**config.mk**
```make
export PLATFORM = sky130hd
export DESIGN_NAME = host_bus_mode_select
export DESIGN_NICKNAME = d
export VERILOG_FILES = /design/src/shared/host_bus_pkg.sv /design/src/design/host_bus_mode_select.sv
export SDC_FILE = /design/constraint.sdc
export NUM_CORES = 1
export LEC_CHECK = 0
export BUFFER_PORTS_ARGS = -buffer_cell sky130_fd_sc_hd__buf_2
export CAP_MARGIN = 10
export CORE_MARGIN = 2
export CORE_UTILIZATION = 44
export CTS_CLUSTER_SIZE = 8
export DETAILED_ROUTE_END_ITERATION = 7
export PLACE_DENSITY = 0.74
export SETUP_SLACK_MARGIN = 0.5
export SKIP_LAST_GASP = 1
export SYNTH_ARGS = -nofsm -noshare
export SYNTH_HDL_FRONTEND = slang
export SYNTH_SLANG_ARGS = --single-unit
```
**constraint.sdc**
```tcl
create_clock -name clk -period 1.46 [get_ports clk]
set_input_delay 0.146 -clock clk [delete_from_list [all_inputs] [get_ports clk]]
set_output_delay 0.146 -clock clk [all_outputs]
set_load 0.01 [all_outputs]
```
**src/shared/host_bus_pkg.sv**
```systemverilog
// Constants for the strap-selected host bus front end
// Overview of operation
// - Capture data on write strobe rising edge (8080) or enable falling edge with direction low (6800)
// - Direction pin high reads, low writes
// - Width strap high parallel, low serial, where no host transfer or read request is taken
// - Oscillator strap low takes external clock
// - Master with internal clock drives timing, otherwise it is taken
package host_bus_pkg;
   // ----------------------------------------
   // Widths, reset values and divider last count
   // ----------------------------------------
   localparam int DATA_W = 8;
   localparam logic [7:0] DATA_RST = 8'h00;
   localparam logic [2:0] DIV_RST = 3'h0;
   localparam logic [2:0] DIV_LAST = 3'h3;
endpackage : host_bus_pkg

```
**src/design/host_bus_mode_select.sv**
```systemverilog
// Strap-selected host bus front end with clock source and master select
//
// The address map and strobed register access were chosen for this implementation.
`timescale 1ns/100ps
module host_bus_mode_select
(
   input wire logic clk,
   input wire logic rst,
   input wire logic chip_select_low_active_n,
   input wire logic chip_select_high_active,
   input wire logic host_protocol_select,
   input wire logic parallel_select,
   input wire logic oscillator_source_select,
   input wire logic master_select,
   input wire logic read_enable_strobe,
   input wire logic write_dir_strobe,
   input wire logic data_cmd_select,
   input wire logic [7:0] data_in,
   input wire logic display_timing_in,
   output logic [7:0] data_out,
   output logic data_oe,
   output logic [7:0] wr_data,
   output logic wr_is_data,
   output logic wr_valid,
   output logic rd_req,
   output logic display_timing_out,
   output logic display_timing_oe,
   output logic display_clock
);
   // ----------------------------------------
   // State
   // ----------------------------------------
   logic wr_prev_q;
   logic wr_prev_d;
   logic rd_prev_q;
   logic rd_prev_d;
   logic en_prev_q;
   logic en_prev_d;
   logic [7:0] wr_data_q;
   logic [7:0] wr_data_d;
   logic wr_is_data_q;
   logic wr_is_data_d;
   logic wr_valid_q;
   logic wr_valid_d;
   logic rd_req_q;
   logic rd_req_d;
   logic data_oe_q;
   logic data_oe_d;
   logic [2:0] div_q;
   logic [2:0] div_d;
   logic osc_q;
   logic osc_d;
   logic tim_out_q;
   logic tim_out_d;
   logic tim_oe_q;
   logic tim_oe_d;
   logic dclk_q;
   logic dclk_d;
   logic sel;
   logic par;
   logic wr_rise;
   logic rd_rise;
   logic en_fall;
   logic take_write;
   logic drive_timing;

   // ----------------------------------------
   // Select and strobe edges
   // ----------------------------------------
   always_comb
   begin
      sel = ~chip_select_low_active_n & chip_select_high_active;
      par = parallel_select;
      // 8080 write strobe, low while active
      wr_rise = ~wr_prev_q & write_dir_strobe;
      // 8080 read strobe, low while active
      rd_rise = ~rd_prev_q & read_enable_strobe;
      // 6800 enable, high while active
      en_fall = en_prev_q & ~read_enable_strobe;
      wr_prev_d = write_dir_strobe;
      rd_prev_d = read_enable_strobe;
      en_prev_d = read_enable_strobe;
   end

   always_ff @(posedge clk)
   begin
      if (rst)
      begin
         // Idle levels, so no false edge follows reset
         wr_prev_q <= 1'b1;
         rd_prev_q <= 1'b1;
         en_prev_q <= 1'b0;
      end
      else
      begin
         wr_prev_q <= wr_prev_d;
         rd_prev_q <= rd_prev_d;
         en_prev_q <= en_prev_d;
      end
   end

   // ----------------------------------------
   // Host transfers
   // ----------------------------------------
   always_comb
   begin
      wr_data_d = wr_data_q;
      wr_is_data_d = wr_is_data_q;
      take_write = 1'b0;
      rd_req_d = 1'b0;
      data_oe_d = 1'b0;
      if (sel && par)
      begin
         if (host_protocol_select)
         begin
            // Direction high reads, low writes, taken on enable fall
            data_oe_d = read_enable_strobe & write_dir_strobe;
            take_write = en_fall & ~write_dir_strobe;
            rd_req_d = en_fall & write_dir_strobe;
         end
         else
         begin
            data_oe_d = ~read_enable_strobe;
            take_write = wr_rise;
            rd_req_d = rd_rise;
         end
      end
      if (take_write)
      begin
         wr_data_d = data_in;
         wr_is_data_d = data_cmd_select;
      end
      wr_valid_d = take_write;
   end

   always_ff @(posedge clk)
   begin
      if (rst)
      begin
         wr_data_q <= host_bus_pkg::DATA_RST;
         wr_is_data_q <= 1'b0;
         wr_valid_q <= 1'b0;
         rd_req_q <= 1'b0;
         data_oe_q <= 1'b0;
      end
      else
      begin
         wr_data_q <= wr_data_d;
         wr_is_data_q <= wr_is_data_d;
         wr_valid_q <= wr_valid_d;
         rd_req_q <= rd_req_d;
         data_oe_q <= data_oe_d;
      end
   end

   // ----------------------------------------
   // Internal oscillator
   // ----------------------------------------
   always_comb
   begin
      div_d = div_q;
      osc_d = osc_q;
      if (oscillator_source_select)
      begin
         if (div_q == host_bus_pkg::DIV_LAST)
         begin
            div_d = host_bus_pkg::DIV_RST;
            osc_d = ~osc_q;
         end
         else
         begin
            div_d = div_q + 3'h1;
         end
      end
      else
      begin
         // Stopped while the clock comes from outside
         div_d = host_bus_pkg::DIV_RST;
         osc_d = 1'b0;
      end
   end

   always_ff @(posedge clk)
   begin
      if (rst)
      begin
         div_q <= host_bus_pkg::DIV_RST;
         osc_q <= 1'b0;
      end
      else
      begin
         div_q <= div_d;
         osc_q <= osc_d;
      end
   end

   // ----------------------------------------
   // Display timing pin and clock
   // ----------------------------------------
   always_comb
   begin
      // Master with internal clock drives the timing pin
      drive_timing = master_select & oscillator_source_select;
      tim_oe_d = drive_timing;
      tim_out_d = osc_q;
      // Otherwise the display clock comes in on the timing pin
      dclk_d = drive_timing ? osc_q : display_timing_in;
   end

   always_ff @(posedge clk)
   begin
      if (rst)
      begin
         tim_out_q <= 1'b0;
         tim_oe_q <= 1'b0;
         dclk_q <= 1'b0;
      end
      else
      begin
         tim_out_q <= tim_out_d;
         tim_oe_q <= tim_oe_d;
         dclk_q <= dclk_d;
      end
   end

   // ----------------------------------------
   // Outputs
   // ----------------------------------------

   assign wr_data = wr_data_q;
   assign wr_is_data = wr_is_data_q;
   assign wr_valid = wr_valid_q;
   assign rd_req = rd_req_q;
   assign data_oe = data_oe_q;
   assign data_out = wr_data_q;
   assign display_timing_out = tim_out_q;
   assign display_timing_oe = tim_oe_q;
   assign display_clock = dclk_q;
endmodule : host_bus_mode_select

```
==> metrics.txt <==
status finished, final reports clean; Placed Cells 153; number of synthesized flops with an enable pin 0; post-synthesis register bit count 22; Int Pwr 821.6 uW; IO Pins 43; WHS 0.07846 ns; Avg WL per Cell 10.86 um; Fillers 161; Iter 0 DRT Violations 4; Main synth FF type dfxtp_1; die area 2481 um2; CP Data Required Time 1.70 ns; Placer Congestion 0.7028; Avg Cell Area, Syn 10.04 um2; Num CTS Buffers 3; post-route non-filler standard cell count 161; Least-Margin Pin Slew 0.2614 ns; vias per inst 4.429; max-slew violations 0; Final setup viols 0; Die X 49.81 um; Max Fclk 728.4 MHz; relative slew slack 0.8257; share of layout cells above drive strength 1 0.5299; clock slew at reported path FFs 0.12 ns; CP Capture Type flip-flop; # DRC 0; power share of the clock group 0.312; CP arrival 1.61 ns; Final ANT Viol Nets 0; post-cts hold buffer count 0; clock tree sinks 22; Clk Latency, worst-skew pair 0.30 ns; peak supply drop 0.5469 mV; starting density of the core 0.4707; grt total ovfl 0; Largest register FFs 8; vias in the first global route 629; Cell variety after synth 22; Final Hold Viols 0; count leader, synth dfxtp_1; synth cell count leaders dfxtp_1 (22), nand2b_1 (18), mux2i_1 (9); H-tree Lvls 1; TritonCTS clock tree yes; Root Driver clkbuf_4; Design Area, Final 1318 um2; Total GRT Usage 0.1405; synth warn 0; Max-cap violations 0; Switching Power 223.6 uW; Logic pwr share 0.096; switch share 0.2139; Post-Syn Nets 114; Reg power frac 0.592; largest net degree at the start of global routing 21; vias after detailed routing 713; sequential fraction of the synthesis area 0.4770; Tmin final 1.373 ns; core area 1962 um2; synthesis-to-finish area growth 42.68%; row count 16; final-stage net count 157; RSZ-0062 raised after global routing true; Placed Instance Area 1141 um2; initial antenna violation count 0; Synth area leader dfxtp_1; crit path max fanout 4; worst min-delay path category in -> reg; Post-Syn Area 923.4 um2; area share of the largest cell type after synthesis 0.4770; wirelength, routed 1.749 mm; post-route total power 1045 uW; Max Buffers Root-to-Sink 2; Die H 49.81 um; PortBufs 42; Static Leak 0.0005670 uW; Fin Setup TNS 0 ns; Antenna Diode Count 0; Final period util 0.9404; Worst setup SP type flip-flop; first-pass GRT wire length 2.608 mm; post-DP HPWL 1.192 mm; asr flop ratio synth 0; CP Class reg -> reg; Synth Instances 92; Worst Skew 0.006715 ns; synth top area cells dfxtp_1 (48%), nand2b_1 (12%), mux2i_1 (9.8%); pwr dens 793.3 nW/um2; drt first pass iters 4
cell usage in the layout (no fill, tap or decap), drive strengths merged:
| cell | instances |
|---|---|
| nand4bb | 1 |
| xnor2 | 1 |
| nand3 | 2 |
| a211oi | 1 |
| nor2 | 6 |
| or3 | 1 |
| mux2i | 9 |
| a21oi | 3 |
| inv | 2 |
| or3b | 2 |
| nor3b | 1 |
| buf | 49 |
| nand4b | 1 |
| nor2b | 2 |
| nand2b | 18 |
| dfxtp | 22 |
| o21a | 1 |
| clkbuf | 4 |
| ha | 2 |
| nand2 | 4 |
| or2 | 2 |
per-stage QoR:
| step | setup slack [ns] | util |
|---|---|---|
| after floorplan | 0.2079 | - |
| after global placement | 0.1152 | 0.5816 |
| after detailed placement | 0.08294 | 0.5816 |
| after CTS | 0.07729 | 0.6148 |
| after global routing | 0.02070 | 0.6716 |
| final | 0.08705 | 0.6716 |
power groups by stage:
stage	Sequential [uW]	Clock [uW]	Combinational (uW)
2_1_floorplan	634	0	45.8
3_3_place_gp	631	0	91.4
3_5_place_dp	632	0	94.0
4_1_cts	618	344	97.5
5_1_grt	620	373	112
6_report	619	326	101
worst paths after layout:
check | from | endpoint | slack [ns] | depth (start not counted)
setup / recovery | wr_prev_q | data_out[4] | 0.09 | 4
hold reg to reg | div_q[0] | div_q[0] | 0.43 | 1
setup reg to reg | wr_prev_q | data_out[4] | 0.09 | 4
hold / removal | display_timing_in | display_clock | 0.08 | 3
critical path, cell delays in order (launching register included):
cell,delay (ns)
dfxtp_1,0.31
or3b_4,0.38
a211oi_4,0.24
buf_4,0.19
mux2i_1,0.18
kinds of logic (layout without fill, tap and decap cells):
kind of cell / count (synthesis) / in the layout / synth area share
xor+xnor: 1 / 1 / 0.009487
compound gates: 5 / 5 / 0.03929
fa+ha+maj: 2 / 2 / 0.02710
mux: 9 / 9 / 0.09756
flops: 22 / 22 / 0.4770
simple gates: 40 / 40 / 0.2561
buf+inv: 13 / 55 / 0.09350
cell type report:
type / count / area [um2] / area share
timing repair buffer: 49 / 347.8 / 0.2640
multi-input combinational: 57 / 439.2 / 0.3333
inverter: 2 / 7.507 / 0.005698
sequential: 22 / 452.9 / 0.3438
clock buffer: 4 / 36.28 / 0.02754
tap: 27 / 33.78 / 0.02564
layer usage:
layer | wire length (um) | up-vias | track usage
met5 | 0 | - | 0
met4 | 21 | 0 | 0.06944
met3 | 80 | 2 | 0.04242
met2 | 957 | 17 | 0.2533
met1 | 690 | 318 | 0.1459
li1 | - | 376 | -
repair_timing:
| action | CTS | global route |
|---|---|---|
| buffers inserted | 0 | 3 |
| setup endpoints to repair | 27 | 30 |
| pin swaps | 1 | 0 |
| resized for setup | 10 | 17 |
| gates cloned | 1 | 0 |
Note: power is estimated with default switching activity, not from simulation.
